## src/dbfs_defines.svh

```systemverilog
// Purpose: constants for the dual bank flash command sequencer
// Assumes: 16-bit cpu address, 8-bit data, 10 MHz ref_clk
// Notes: offsets, command codes and timing counts as macros
`ifndef DBFS_DEFINES_SVH
`define DBFS_DEFINES_SVH

// ----------------------------------------
// address map
// ----------------------------------------
`define DBFS_LOW_BASE 16'h1000
`define DBFS_LOW_LAST 16'h1FFF
`define DBFS_SEC1_BASE 16'h1800
`define DBFS_SEC2_BASE 16'h2000
`define DBFS_SEC3_BASE 16'h8000
`define DBFS_UNLOCK1_OFS 12'hAAA
`define DBFS_UNLOCK2_OFS 12'h554

// ----------------------------------------
// command codes
// ----------------------------------------
`define DBFS_CMD_RESET 8'hF0
`define DBFS_CMD_UNLOCK1 8'hAA
`define DBFS_CMD_UNLOCK2 8'h55
`define DBFS_CMD_PROGRAM 8'hA0
`define DBFS_CMD_ERASE 8'h80
`define DBFS_CMD_CHIP 8'h10
`define DBFS_CMD_SECTOR 8'h30
`define DBFS_CMD_SUSPEND 8'hB0
`define DBFS_CMD_BYPASS 8'h20
`define DBFS_CMD_BYP_EXIT 8'h90

// ----------------------------------------
// timing
// ----------------------------------------
`define DBFS_CLK_NS 100
`define DBFS_PROG_NS 2000
`define DBFS_ERASE_NS 6400
`define DBFS_PROG_CYC ((`DBFS_PROG_NS + `DBFS_CLK_NS - 1) / `DBFS_CLK_NS)
`define DBFS_ERASE_CYC ((`DBFS_ERASE_NS + `DBFS_CLK_NS - 1) / `DBFS_CLK_NS)
`define DBFS_SWE_RESET 4'h0

`endif

```

## src/dbfs_pkg.sv

```systemverilog
// Purpose: shared types of the flash command sequencer
// Assumes: nothing beyond the defines header
// Notes: types only
package dbfs_pkg;
	typedef enum logic [1:0] {dbfs_op_none, dbfs_op_prog, dbfs_op_erase}
		dbfs_op_t;
endpackage

```

## src/dbfs_if.sv

```systemverilog
// Purpose: cpu bus between flash sequencer and its controlling party
// Assumes: single clock, single cycle write strobe
// Notes: reads are answered on the next clock edge from a register
`timescale 1ns/100ps
`default_nettype none
interface dbfs_if (
	input wire logic ref_clk,
	input wire logic rst_n
);
	logic wr_en;
	logic rd_en;
	logic [15:0] addr;
	logic [7:0] wdata;
	logic [7:0] rdata;
	logic rd_valid;
	logic [3:0] sector_write_enable_reg;
	logic [1:0] bank_busy;
	logic done_irq;

	modport flash (input ref_clk, rst_n, wr_en, rd_en, addr, wdata,
		sector_write_enable_reg, output rdata, rd_valid, bank_busy,
		done_irq);
	modport cpu (input ref_clk, rst_n, rdata, rd_valid, bank_busy,
		done_irq, output wr_en, rd_en, addr, wdata,
		sector_write_enable_reg);
endinterface
`default_nettype wire

```

## src/dbfs_flash_end.sv

```systemverilog
// Purpose: command decoder and bank arbiter of a two bank flash
// Assumes: array is a byte store of flops, 16 bytes per sector shown
// Notes: array holds 16 bytes per sector, low address bits index it
`timescale 1ns/100ps
`default_nettype none
`include "dbfs_defines.svh"

module dbfs_flash_end (
	dbfs_if.flash bus,
	output logic [3:0] erasing_sectors,
	output logic erase_suspended
);
	typedef enum logic [3:0] {dbfs_idle, dbfs_u1, dbfs_u2, dbfs_prog_data,
		dbfs_e1, dbfs_e2, dbfs_e3, dbfs_byp, dbfs_byp_data, dbfs_byp_exit}
		dbfs_seq_t;

	dbfs_seq_t seq;
	dbfs_seq_t next_seq;
	logic bypass;
	logic next_bypass;
	logic [7:0] mem [0:63];
	logic [5:0] wr_idx;
	logic [5:0] rd_idx;
	logic [1:0] wr_sec;
	logic [1:0] rd_sec;
	logic [11:0] ofs;
	logic wr_bank;
	logic rd_bank;
	dbfs_pkg::dbfs_op_t prog_op;
	logic [1:0] prog_sec;
	logic [5:0] prog_idx;
	logic [7:0] prog_val;
	logic [7:0] prog_cnt;
	logic start_prog;
	logic [3:0] erase_set;
	logic erase_run;
	logic erase_chip;
	logic [7:0] erase_cnt;
	logic start_erase;
	logic add_sector;
	logic do_suspend;
	logic do_resume;
	logic prog_bank;
	logic prog_busy;
	logic erase_fin;

	// --------------------------------------
	// address decode
	// --------------------------------------
	// four sectors; low two in lower bank
	function automatic logic [1:0] sec_of(input logic [15:0] a);
		if (a < `DBFS_SEC1_BASE) begin
			sec_of = 2'd0;
		end else if (a < `DBFS_SEC2_BASE) begin
			sec_of = 2'd1;
		end else if (a < `DBFS_SEC3_BASE) begin
			sec_of = 2'd2;
		end else begin
			sec_of = 2'd3;
		end
	endfunction

	assign wr_sec = sec_of(bus.addr);
	assign rd_sec = wr_sec;
	assign wr_bank = wr_sec[1];
	assign rd_bank = rd_sec[1];
	assign ofs = bus.addr[11:0];
	assign wr_idx = {wr_sec, bus.addr[3:0]};
	assign rd_idx = wr_idx;
	assign prog_busy = (prog_op == dbfs_pkg::dbfs_op_prog);
	assign prog_bank = prog_sec[1];
	// last erase count only ends the erase if nothing else claims the engine
	assign erase_fin = erase_run && erase_cnt == 8'h01 && !start_erase &&
		!add_sector && !do_suspend;

	// --------------------------------------
	// command sequence decode
	// --------------------------------------
	// next step of the unlock sequence, any mismatch goes back to read
	always_comb begin
		next_seq = dbfs_idle;
		next_bypass = bypass;
		start_prog = 1'b0;
		start_erase = 1'b0;
		add_sector = 1'b0;
		do_suspend = 1'b0;
		do_resume = 1'b0;
		if (!bus.wr_en) begin
			next_seq = seq;
		end else if (bus.wdata == `DBFS_CMD_RESET && seq != dbfs_byp_exit
			&& seq != dbfs_prog_data && seq != dbfs_byp_data) begin
			next_seq = dbfs_idle;
		end else if (erase_run && bus.wdata == `DBFS_CMD_SUSPEND) begin
			do_suspend = 1'b1;
		end else if (erase_set != 4'h0 && !erase_run && erase_cnt != 8'h00
			&& bus.wdata == `DBFS_CMD_SECTOR && seq == dbfs_idle) begin
			do_resume = 1'b1;
		end else begin
			case (seq)
			dbfs_idle: begin
				if (bypass && bus.wdata == `DBFS_CMD_PROGRAM) begin
					next_seq = dbfs_byp_data;
				end else if (bypass && bus.wdata == `DBFS_CMD_BYP_EXIT) begin
					next_seq = dbfs_byp_exit;
				end else if (bypass) begin
					next_seq = dbfs_byp;
				end else if (bus.wdata == `DBFS_CMD_UNLOCK1 &&
					ofs == `DBFS_UNLOCK1_OFS) begin
					next_seq = dbfs_u1;
				end
			end
			dbfs_u1: begin
				if (bus.wdata == `DBFS_CMD_UNLOCK2 &&
					ofs == `DBFS_UNLOCK2_OFS) begin
					next_seq = dbfs_u2;
				end
			end
			dbfs_u2: begin
				if (ofs != `DBFS_UNLOCK1_OFS) begin
					next_seq = dbfs_idle;
				end else if (bus.wdata == `DBFS_CMD_PROGRAM) begin
					next_seq = dbfs_prog_data;
				end else if (bus.wdata == `DBFS_CMD_ERASE) begin
					next_seq = dbfs_e1;
				end else if (bus.wdata == `DBFS_CMD_BYPASS) begin
					next_bypass = 1'b1;
				end
			end
			dbfs_prog_data, dbfs_byp_data: begin
				start_prog = 1'b1;
				next_seq = bypass ? dbfs_byp : dbfs_idle;
			end
			dbfs_e1: begin
				if (bus.wdata == `DBFS_CMD_UNLOCK1 &&
					ofs == `DBFS_UNLOCK1_OFS) begin
					next_seq = dbfs_e2;
				end
			end
			dbfs_e2: begin
				if (bus.wdata == `DBFS_CMD_UNLOCK2 &&
					ofs == `DBFS_UNLOCK2_OFS) begin
					next_seq = dbfs_e3;
				end
			end
			dbfs_e3: begin
				if (bus.wdata == `DBFS_CMD_CHIP && ofs == `DBFS_UNLOCK1_OFS
					&& &bus.sector_write_enable_reg) begin
					start_erase = 1'b1;
				end else if (bus.wdata == `DBFS_CMD_SECTOR) begin
					add_sector = 1'b1;
				end
			end
			dbfs_byp_exit: begin
				next_bypass = 1'b0;
			end
			default: begin
				next_seq = dbfs_idle;
			end
			endcase
			// further sector adds while erase not yet started
			if (seq == dbfs_idle && !bypass && erase_set != 4'h0 &&
				erase_cnt == 8'h00 && bus.wdata == `DBFS_CMD_SECTOR) begin
				add_sector = 1'b1;
			end
		end
	end

	// sequence state and bypass mode
	always_ff @(posedge bus.ref_clk or negedge bus.rst_n) begin
		if (!bus.rst_n) begin
			seq <= dbfs_idle;
			bypass <= 1'b0;
		end else begin
			seq <= (next_seq == dbfs_byp) ? dbfs_idle : next_seq;
			bypass <= next_bypass;
		end
	end

	// --------------------------------------
	// program engine
	// --------------------------------------
	// program may start while the other bank's erase is suspended
	always_ff @(posedge bus.ref_clk or negedge bus.rst_n) begin
		if (!bus.rst_n) begin
			prog_op <= dbfs_pkg::dbfs_op_none;
			prog_sec <= 2'd0;
			prog_idx <= 6'd0;
			prog_val <= 8'h00;
			prog_cnt <= 8'h00;
		end else if (start_prog && !prog_busy && (!erase_run ||
			erase_set[wr_sec] == 1'b0) && bus.sector_write_enable_reg[wr_sec])
			begin
			prog_op <= dbfs_pkg::dbfs_op_prog;
			prog_sec <= wr_sec;
			prog_idx <= wr_idx;
			prog_val <= bus.wdata;
			prog_cnt <= 8'(`DBFS_PROG_CYC);
		end else if (prog_busy && prog_cnt == 8'h01) begin
			prog_op <= dbfs_pkg::dbfs_op_none;
			prog_cnt <= 8'h00;
		end else if (prog_busy) begin
			prog_cnt <= prog_cnt - 8'h01;
		end
	end

	// --------------------------------------
	// erase engine
	// --------------------------------------
	// sector set, run and suspend; chip erase claims both banks
	always_ff @(posedge bus.ref_clk or negedge bus.rst_n) begin
		if (!bus.rst_n) begin
			erase_set <= 4'h0;
			erase_run <= 1'b0;
			erase_chip <= 1'b0;
			erase_cnt <= 8'h00;
		end else if (start_erase) begin
			erase_set <= 4'hF;
			erase_chip <= 1'b1;
			erase_run <= 1'b1;
			erase_cnt <= 8'(`DBFS_ERASE_CYC);
		end else if (add_sector && bus.sector_write_enable_reg[wr_sec]) begin
			erase_set[wr_sec] <= 1'b1;
			erase_run <= 1'b1;
		end else if (do_suspend) begin
			erase_run <= 1'b0;
		end else if (do_resume) begin
			erase_run <= 1'b1;
		end else if (erase_run && erase_cnt == 8'h00) begin
			erase_cnt <= 8'(`DBFS_ERASE_CYC);
		end else if (erase_run && erase_cnt == 8'h01) begin
			erase_set <= 4'h0;
			erase_run <= 1'b0;
			erase_chip <= 1'b0;
			erase_cnt <= 8'h00;
		end else if (erase_run) begin
			erase_cnt <= erase_cnt - 8'h01;
		end
	end

	// --------------------------------------
	// array storage
	// --------------------------------------
	// one generate entry per byte: program clears bits, erase sets them
	genvar gi;
	generate
		for (gi = 0; gi < 64; gi++) begin : g_cell
			always_ff @(posedge bus.ref_clk or negedge bus.rst_n) begin
				if (!bus.rst_n) begin
					mem[gi] <= 8'hFF;
				end else if (erase_fin && erase_set[gi / 16]) begin
					mem[gi] <= 8'hFF;
				end else if (prog_busy && prog_cnt == 8'h01 &&
					prog_idx == 6'(gi)) begin
					mem[gi] <= mem[gi] & prog_val;
				end
			end
		end
	endgenerate

	// --------------------------------------
	// status, reads and completion
	// --------------------------------------
	// bank busy flags; suspended erase frees its bank for reads
	assign bus.bank_busy[0] = (prog_busy && !prog_bank) ||
		(erase_run && |erase_set[1:0]);
	assign bus.bank_busy[1] = (prog_busy && prog_bank) ||
		(erase_run && |erase_set[3:2]);
	assign erasing_sectors = erase_set;
	assign erase_suspended = (erase_set != 4'h0) && !erase_run;

	// read answered on the next edge
	always_ff @(posedge bus.ref_clk or negedge bus.rst_n) begin
		if (!bus.rst_n) begin
			bus.rdata <= 8'h00;
			bus.rd_valid <= 1'b0;
			bus.done_irq <= 1'b0;
		end else begin
			bus.rd_valid <= bus.rd_en;
			bus.done_irq <= (prog_busy && prog_cnt == 8'h01) ||
				erase_fin;
			if (bus.rd_en && prog_busy && rd_sec == prog_sec) begin
				bus.rdata <= {~prog_val[7], 7'h00};
			end else if (bus.rd_en && erase_set[rd_sec]) begin
				bus.rdata <= 8'h00;
			end else if (bus.rd_en) begin
				bus.rdata <= mem[rd_idx];
			end
		end
	end
endmodule
`default_nettype wire

```

## src/flat_wrapper.sv

```systemverilog
// flat-port wrapper written by rule: the top's interface ports become plain ports
module dbfs_flash_end_flat 
  (erasing_sectors, erase_suspended, ref_clk, rst_n, bus_wr_en, bus_rd_en, bus_addr, bus_wdata, bus_sector_write_enable_reg, bus_rdata, bus_rd_valid, bus_bank_busy, bus_done_irq);
  dbfs_if bus_i (.ref_clk(ref_clk), .rst_n(rst_n));
  output logic [3:0] erasing_sectors;
  output logic erase_suspended;
  input wire logic ref_clk;
  input wire logic rst_n;
  input wire logic [$bits(bus_i.wr_en)-1:0] bus_wr_en;
  input wire logic [$bits(bus_i.rd_en)-1:0] bus_rd_en;
  input wire logic [$bits(bus_i.addr)-1:0] bus_addr;
  input wire logic [$bits(bus_i.wdata)-1:0] bus_wdata;
  input wire logic [$bits(bus_i.sector_write_enable_reg)-1:0] bus_sector_write_enable_reg;
  output wire logic [$bits(bus_i.rdata)-1:0] bus_rdata;
  output wire logic [$bits(bus_i.rd_valid)-1:0] bus_rd_valid;
  output wire logic [$bits(bus_i.bank_busy)-1:0] bus_bank_busy;
  output wire logic [$bits(bus_i.done_irq)-1:0] bus_done_irq;
  assign bus_i.wr_en = bus_wr_en;
  assign bus_i.rd_en = bus_rd_en;
  assign bus_i.addr = bus_addr;
  assign bus_i.wdata = bus_wdata;
  assign bus_i.sector_write_enable_reg = bus_sector_write_enable_reg;
  assign bus_rdata = bus_i.rdata;
  assign bus_rd_valid = bus_i.rd_valid;
  assign bus_bank_busy = bus_i.bank_busy;
  assign bus_done_irq = bus_i.done_irq;
  dbfs_flash_end u_core (.bus(bus_i), .erasing_sectors(erasing_sectors), .erase_suspended(erase_suspended));
endmodule
```

## config.mk

```make
export PLATFORM = sky130hd
export DESIGN_NAME = dbfs_flash_end_flat
export DESIGN_NICKNAME = d
export VERILOG_FILES = /design/src/dbfs_pkg.sv /design/src/dbfs_if.sv /design/src/dbfs_flash_end.sv /design/src/flat_wrapper.sv
export VERILOG_INCLUDE_DIRS = /design/src
export SDC_FILE = /design/constraint.sdc
export NUM_CORES = 1
export LEC_CHECK = 0
export BUFFER_PORTS_ARGS = -buffer_cell sky130_fd_sc_hd__clkbuf_2
export CAP_MARGIN = 20
export CORE_MARGIN = 2
export CORE_UTILIZATION = 63
export DETAILED_ROUTE_END_ITERATION = 7
export PLACE_DENSITY = 0.83
export SLEW_MARGIN = 20
export SYNTH_ARGS = -nofsm -noshare
export SYNTH_HDL_FRONTEND = slang
export SYNTH_SLANG_ARGS = --single-unit
```

## constraint.sdc

```tcl
create_clock -name ref_clk -period 3 [get_ports ref_clk]
set_input_delay 0.15 -clock ref_clk [delete_from_list [all_inputs] [get_ports ref_clk]]
set_output_delay 0.15 -clock ref_clk [all_outputs]
set_load 0.05 [all_outputs]
```

==> qor.yml, run 1 <==
num_rows: 74
critPathKind: "reg -> reg"
layout_common_cells: "nand2_1 (619), o21ai_0 (525), dfstp_2 (512)"
setup_viol: 0
grt_pass1_vias: 20756
tns_ps: 0
worstSetupEndpointType: "flip-flop"
status: "completed"
p_leak_nw: 10.7
post_drt_wl_per_cell_um: 24.7
dr.first_iter.drc_count: 3107
grt_start_max_net_pins: 129
cts-root-buf: "clkbuf_16"
syn_inst: 2383
slowest_stage: "or4b_1"
grt_usage_pct: 34.1
yosys_register_bits: 563
synthDistinctLibCells: 73
cts_tree: "yes"
start_kind: "flip-flop"
finClkSkew_ps: 26.1
synth_top_family_by_area: "multiplexers"
tightest_slew_ps: 952
max_freq_mhz: 345
yosys.area_share.simple_pct: 13.2
ys.flop_type: "dfstp_2"
synth_compound_area_share_pct: 12.8
ys_warn_count: 0
synthAdderAreaFrac_pct: 0.238
syn_nets: 2420
cts_max_path_buffers: 3
fillCellCount: 2675
viasPerCell: 6.86
grt_pass1_wl_mm: 116
seq_area_frac_synth_pct: 56.1
die-area_sq_um: 43300
port_buffers: 48
antenna_left: 0
critPathRequiredTime_ps: 3540
async_flop_share_pct: 100
maxCapViolCount: 0
post-route-period-util_pct: 96.6
arrival_ps: 3440
worstPathCellList: "nor4_2, or4b_1, nor3_2, buf_4, nand2_1, o21ai_0, nand2_1"
hold_violations: 0
clock-sinks: 563
peakVddDrop_mv: 0.432
dr.pass1.iters: 7
die_x_um: 208
synth-edff-count: 0
worst_skew_pair.late_latency_ps: 630
start_util_pct: 64.1
synth_mux_area_share_pct: 13.9
hold_class: "in -> async"
slew_headroom_pct: 36.6
path_clk_slew_ps: 60
cts_htree_levels: 2
postSynthAreaPerCell_sq_um: 11.0
gp_congestion: 0.921
cts_made_buffers: 56
dp_hpwl_mm: 45.4
slowest_delay_ps: 640
drc: 0
rsz0062_at_grt: "false"
syn_area_sq_um: 26200
fin_area_sq_um: 28900
antenna_found_initial: 4
coreArea_sq_um: 40900
drt-total-wl_mm: 73.2
synthXorXnorAreaFrac_pct: 0.267
power_density_nw_per_um2: 527
drive_gt1_share_pct: 36.6
die_y_um: 208
slew_violations: 0
period_needed_ps: 2900
num_vias: 20294
pin_count: 49
final_common_cell: "nand2_1"
nNetsFinal: 2424
critPathMaxFanout: 16
placed_area_sq_um: 27000
cp_common_cell: "nand2_1"
area_growth_pct: 10.2
gr-total-overflow: 0
## final timing paths
path	startpoint	endpoint	slack, ps	depth (start not counted)
worst min register to register	u_core.mem[395]	u_core.mem[395]	480	2
worst max register to register	u_core.prog_cnt[4]	u_core.mem[472]	100	7
max in group asynchronous	rst_n	u_core.mem[429]	1840	3
min in group ref_clk	bus_addr[7]	u_core.bypass	140	5
worst max-delay path	u_core.prog_cnt[4]	u_core.mem[472]	100	7
worst min-delay path	rst_n	u_core.seq[3]	110	2
## state kept, by name, indices dropped and copies added (netlist names)
signal                  count
u_core.erase_run            1
u_core.erase_cnt            8
u_core.prog_val             8
u_core.bus.rd_valid         1
u_core.prog_cnt             8
u_core.prog_sec             1
u_core.bus.done_irq         1
u_core.erasing_sectors      4
u_core.bus.rdata            8
u_core.prog_idx             5
u_core.seq                  4
u_core.bypass               1
u_core.prog_op              1
u_core.mem                512
## layer usage
layer | part of all wire (%) | global-route usage (%) | vias up
met4 | 5.7 | 18.3 | 4
li1 | - | - | 8420
met2 | 47 | 53.0 | 1327
met3 | 11 | 8.77 | 314
met1 | 37 | 44.5 | 10229
met5 | 0.029 | 0 | -
## cell type report
cell class              instances  area, sq um  share of cell area [%]
clock inverters                14          144                   0.498
clock buffers                  82         1630                    5.64
multi-input cells            1628        10600                    36.8
inverters                      17         63.8                   0.221
well taps                     532          666                    2.30
diodes                          2         5.00                  0.0173
repair buffers                121         1020                    3.52
flip-flops and latches        563        14700                    51.0
## critical path: cells and delay by family (launching register included)
kind,cells,cell delay (ps)
buffers and inverters,1,270
and+or+nand+nor,5,1670
AOI/OAI and AO/OA,1,450
DFF,1,410
## power by group
part | switching (mW) | leakage, nW | total (mW) | internal (mW)
clock network | 2.99 | 0.878 | 6.90 | 3.92
registers | 0.0170 | 6.05 | 7.66 | 7.65
logic | 0.464 | 3.79 | 0.679 | 0.216
total | 3.47 | 10.7 | 15.2 | 11.8
## metrics by stage
step / instances / worst slack [ps] / power [mW] / hold WS, ps / utilization [%]
floorplan: 2383 / 386 / 8.10 / -146 / -
global placement: 2848 / 363 / 8.42 / 175 / 66.0
detailed placement: 2848 / 259 / 8.43 / 189 / 66.0
CTS: 2957 / 231 / 15.3 / 126 / 70.6
global route: 2957 / 35.5 / 15.7 / 167 / 70.6
finish: 2959 / 101 / 15.2 / 109 / 70.6
## Yosys cell counts, types with 4 or more instances
cell / count / area (sq um)
nand3_1: 24 / 120
buf_1: 6 / 22.5
and2_1: 6 / 37.5
nor3_1: 27 / 135
dfrtp_1: 51 / 1280
o31a_1: 6 / 52.6
a31oi_1: 6 / 37.5
nor3_2: 4 / 40.0
ha_1: 5 / 62.6
o211ai_1: 7 / 52.6
mux2_2: 12 / 135
dfstp_2: 512 / 13500
a22o_1: 5 / 43.8
a31o_2: 4 / 35.0
xnor2_1: 6 / 52.6
o21ai_0: 525 / 2630
mux4_2: 135 / 3040
and3_1: 6 / 37.5
inv_1: 16 / 60.1
o31ai_1: 5 / 37.5
nand2_1: 619 / 2320
o221ai_1: 6 / 52.6
nor4_1: 5 / 31.3
a221oi_1: 4 / 35.0
nor2b_1: 7 / 43.8
clkbuf_1: 85 / 319
mux2i_1: 47 / 470
nor2_1: 41 / 154
nand2b_1: 12 / 75.1
a211oi_1: 5 / 37.5
a21oi_1: 13 / 65.1
buf_4: 35 / 263
nand4_1: 11 / 68.8
buf_2: 48 / 240
nor4bb_1: 7 / 70.1
## cells by family after synthesis
family / Yosys count
and+or+nand+nor: 803
AOI/OAI and AO/OA: 618
DFF: 563
muxes: 194
buffers and inverters: 192
xor gates and xnor gates: 8
adders and majority gates: 5
## what timing repair did
| action | in CTS | in global routing |
|---|---|---|
| setup buffers | 0 | 0 |
| hold endpoints to repair | 86 | 0 |
| hold buffers | 13 | 0 |
| setup endpoints to repair | 0 | 37 |
| gates resized for setup | 0 | 1 |
Power figures use the tool's default switching activity.
==> inputs of run 2 (changes only) <==
--- a/config.mk
+++ b/config.mk
@@ -8,10 +8,13 @@
 export LEC_CHECK = 0
 export BUFFER_PORTS_ARGS = -buffer_cell sky130_fd_sc_hd__clkbuf_2
 export CAP_MARGIN = 20
+export CELL_PAD_IN_SITES_DETAIL_PLACEMENT = 0
+export CELL_PAD_IN_SITES_GLOBAL_PLACEMENT = 2
 export CORE_MARGIN = 2
-export CORE_UTILIZATION = 63
+export CORE_UTILIZATION = 43
 export DETAILED_ROUTE_END_ITERATION = 7
 export PLACE_DENSITY = 0.83
+export RECOVER_POWER = 100
 export SLEW_MARGIN = 20
 export SYNTH_ARGS = -nofsm -noshare
 export SYNTH_HDL_FRONTEND = slang
==> qor.yml, run 2 (synthesis results as in run 1) <==
highest_layer: "met5"
routedLengthMet1_mm: 34.1  # +28%
dp_hpwl_mm: 49.7  # +9.5%
wl_met2_mm: 36.4  # +5.8%
drt-total-wl_mm: 77.8  # +6.2%
worstSetupEndpointType: "flip-flop"
combPwrFrac_pct: 4.2  # -0.3 points
arrival_ps: 3330  # -110 ps
num_vias: 19318  # -4.8%
finClkSkew_ps: 35.3  # +9.18 ps
slew_headroom_pct: -70.8  # -110 points
antenna_found_initial: 2  # -2
grt_pass1_wl_mm: 121  # +4.5%
port_buffers: 48  # unchanged
slowest_delay_ps: 570  # -70 ps
setup_slack_ps: 207  # +106 ps
start_kind: "flip-flop"
final_common_cell: "nand2_1"
cts-root-buf: "clkbuf_16"
internal-power_mw: 12.4  # +5.6%
rsz0062_at_grt: "false"
reg2reg_slack_ps: 210  # +110 ps
sequentialPowerShare_pct: 47.4  # -2.9 points
power_density_nw_per_um2: 545  # +3.4%
fin_util_pct: 49.2  # -21 points
max_freq_mhz: 358  # +3.8%
tns_ps: 0  # unchanged
post-route-period-util_pct: 93.1  # -3.5 points
p_sw_mw: 3.76  # +8.3%
grt_start_max_net_pins: 86  # -33%
cts-resized-gates: 0  # unchanged
tightest_slew_ps: 2560  # +1610 ps
worst_skew_pair.late_latency_ps: 670  # +40 ps
die-area_sq_um: 63000  # +46%
placed_area_sq_um: 27600  # +2.3%
maxCapViolCount: 1  # +1
nNetsFinal: 2454  # +1.2%
clock-sinks: 563  # unchanged
die_y_um: 251  # +21%
cts_htree_levels: 2  # unchanged
dr.first_iter.drc_count: 1639  # -47%
slew_violations: 84  # +84
cts_made_buffers: 61  # +8.9%
coreArea_sq_um: 60400  # +47%
peakVddDrop_mv: 0.517  # +20%
post_drt_wl_per_cell_um: 23.9  # -3.3%
largest_reg_flops: 512  # unchanged
period_needed_ps: 2790  # -106 ps
start_util_pct: 43.5  # -21 points
drc: 0  # unchanged
p_clk_share_pct: 48.4  # +3.1 points
switching_share_pct: 23.2  # +0.45 points
gr-total-overflow: 0  # unchanged
critPathMaxFanout: 78  # +62
wl_met3_mm: 4.90  # -38%
grt_usage_pct: 24.9  # -9.2 points
layout_common_cells: "nand2_1 (619), o21ai_0 (526), dfstp_2 (512)"
grt_pass1_vias: 19418  # -6.4%
setup_viol: 0  # unchanged
area_growth_pct: 13.2
fin_area_sq_um: 29700  # +2.7%
worstPathCellList: "or4_1, and4_1, nand2_1, nand3_1, clkbuf_1, nand3_2, buf_6, nand2_1"
fillCellCount: 5420  # +100%
num_rows: 90  # +22%
die_x_um: 251  # +21%
regMostFlops: "u_core.mem"
antenna_left: 0  # unchanged
cp_common_cell: "nand2_1"
viasPerCell: 5.94  # -13%
crit_family: "simple AND/OR/NAND/NOR gates"
critPathRequiredTime_ps: 3540  # about the same
path_clk_slew_ps: 60  # about the same
n_antenna_cell: 0  # -2
critPathKind: "reg -> reg"
dp_slack_ps: 251  # -7.78 ps
status: "finished with violations"
cts_tree: "yes"
hold_class: "in -> reg"
hold_violations: 0  # unchanged
violations: "max-capacitance violations, max-slew violations"
p_leak_nw: 10.9  # +2.0%
drive_gt1_share_pct: 36.3  # -0.29 points
cts_max_path_buffers: 3  # unchanged
gp_congestion: 0.899  # -2.4%
cp_num_buf_inv: 2  # +1
slowest_stage: "or4_1"
pin_count: 49  # unchanged
dr.pass1.iters: 8  # +1
-- run 2: cell types whose count changed in the layout (fill, tap and decap cells not counted), sizes merged --
cell	change
buf	+11
bufinv	+1
clkbuf	+26
clkinv	+6
clkinvlp	+1
diode	-2
inv	-1
-- run 2: worst min-delay path: cells and delay by family --
family,cells,cell delay (ps)
AOI/OAI and AO/OA,1,100
muxes,1,120
buffers and inverters,2,320
-- run 2: area by class of cell --
class                      count  area (sq um)  area share (%)
clock buffer                  94          1870            6.31
clock inverter                21           265           0.893
inverter                      17          63.8           0.215
multi-input combinational   1628         10600            35.7
sequential                   563         14700            49.6
tap                          782           978            3.30
timing repair buffer         146          1180            3.98
-- run 2: through the flow --
step | total power [mW] | hold WS (ps) | instances
5_1_grt | 16.7 | 139 | 3251
4_1_cts | 16.4 | 58.8 | 3251
3_5_place_dp | 8.47 | 247 | 3123
2_1_floorplan | 8.10 | -146 | 2383
3_3_place_gp | 8.47 | 229 | 3123
6_report | 16.2 | 99.9 | 3251
-- run 2: worst paths after layout --
path,start,endpoint,depth (start not counted)
max,u_core.erasing_sectors[0],u_core.mem[315],8
min,bus_addr[12],u_core.prog_idx[4],4
max reg2reg,u_core.erasing_sectors[0],u_core.mem[315],8
min reg2reg,u_core.mem[22],u_core.mem[22],2
max in group asynchronous,rst_n,u_core.mem[258],3
min in group asynchronous,rst_n,u_core.erase_cnt[4],2
-- run 2: what timing repair did --
action,4_1_cts,5_1_grt
endpoints found under the setup margin,0,0
hold endpoints to repair,56,0
setup buffers,0,0
hold buffers,13,0
-- run 2: power by group through the flow --
stage / Sequential [mW] / Combinational [mW] / Clock, mW
after floorplan: 7.81 / 0.283 / 0
after global placement: 7.78 / 0.689 / 0
after detailed placement: 7.78 / 0.696 / 0
after CTS: 7.67 / 0.711 / 8.02
after global routing: 7.67 / 0.746 / 8.33
final: 7.67 / 0.688 / 7.84
-- run 2: layer usage --
metal	track usage, %	vias up
li1	-	8485
met3	3.93	128
met4	8.45	2
met5	0	-
met1	35.5	10029
met2	39.2	674
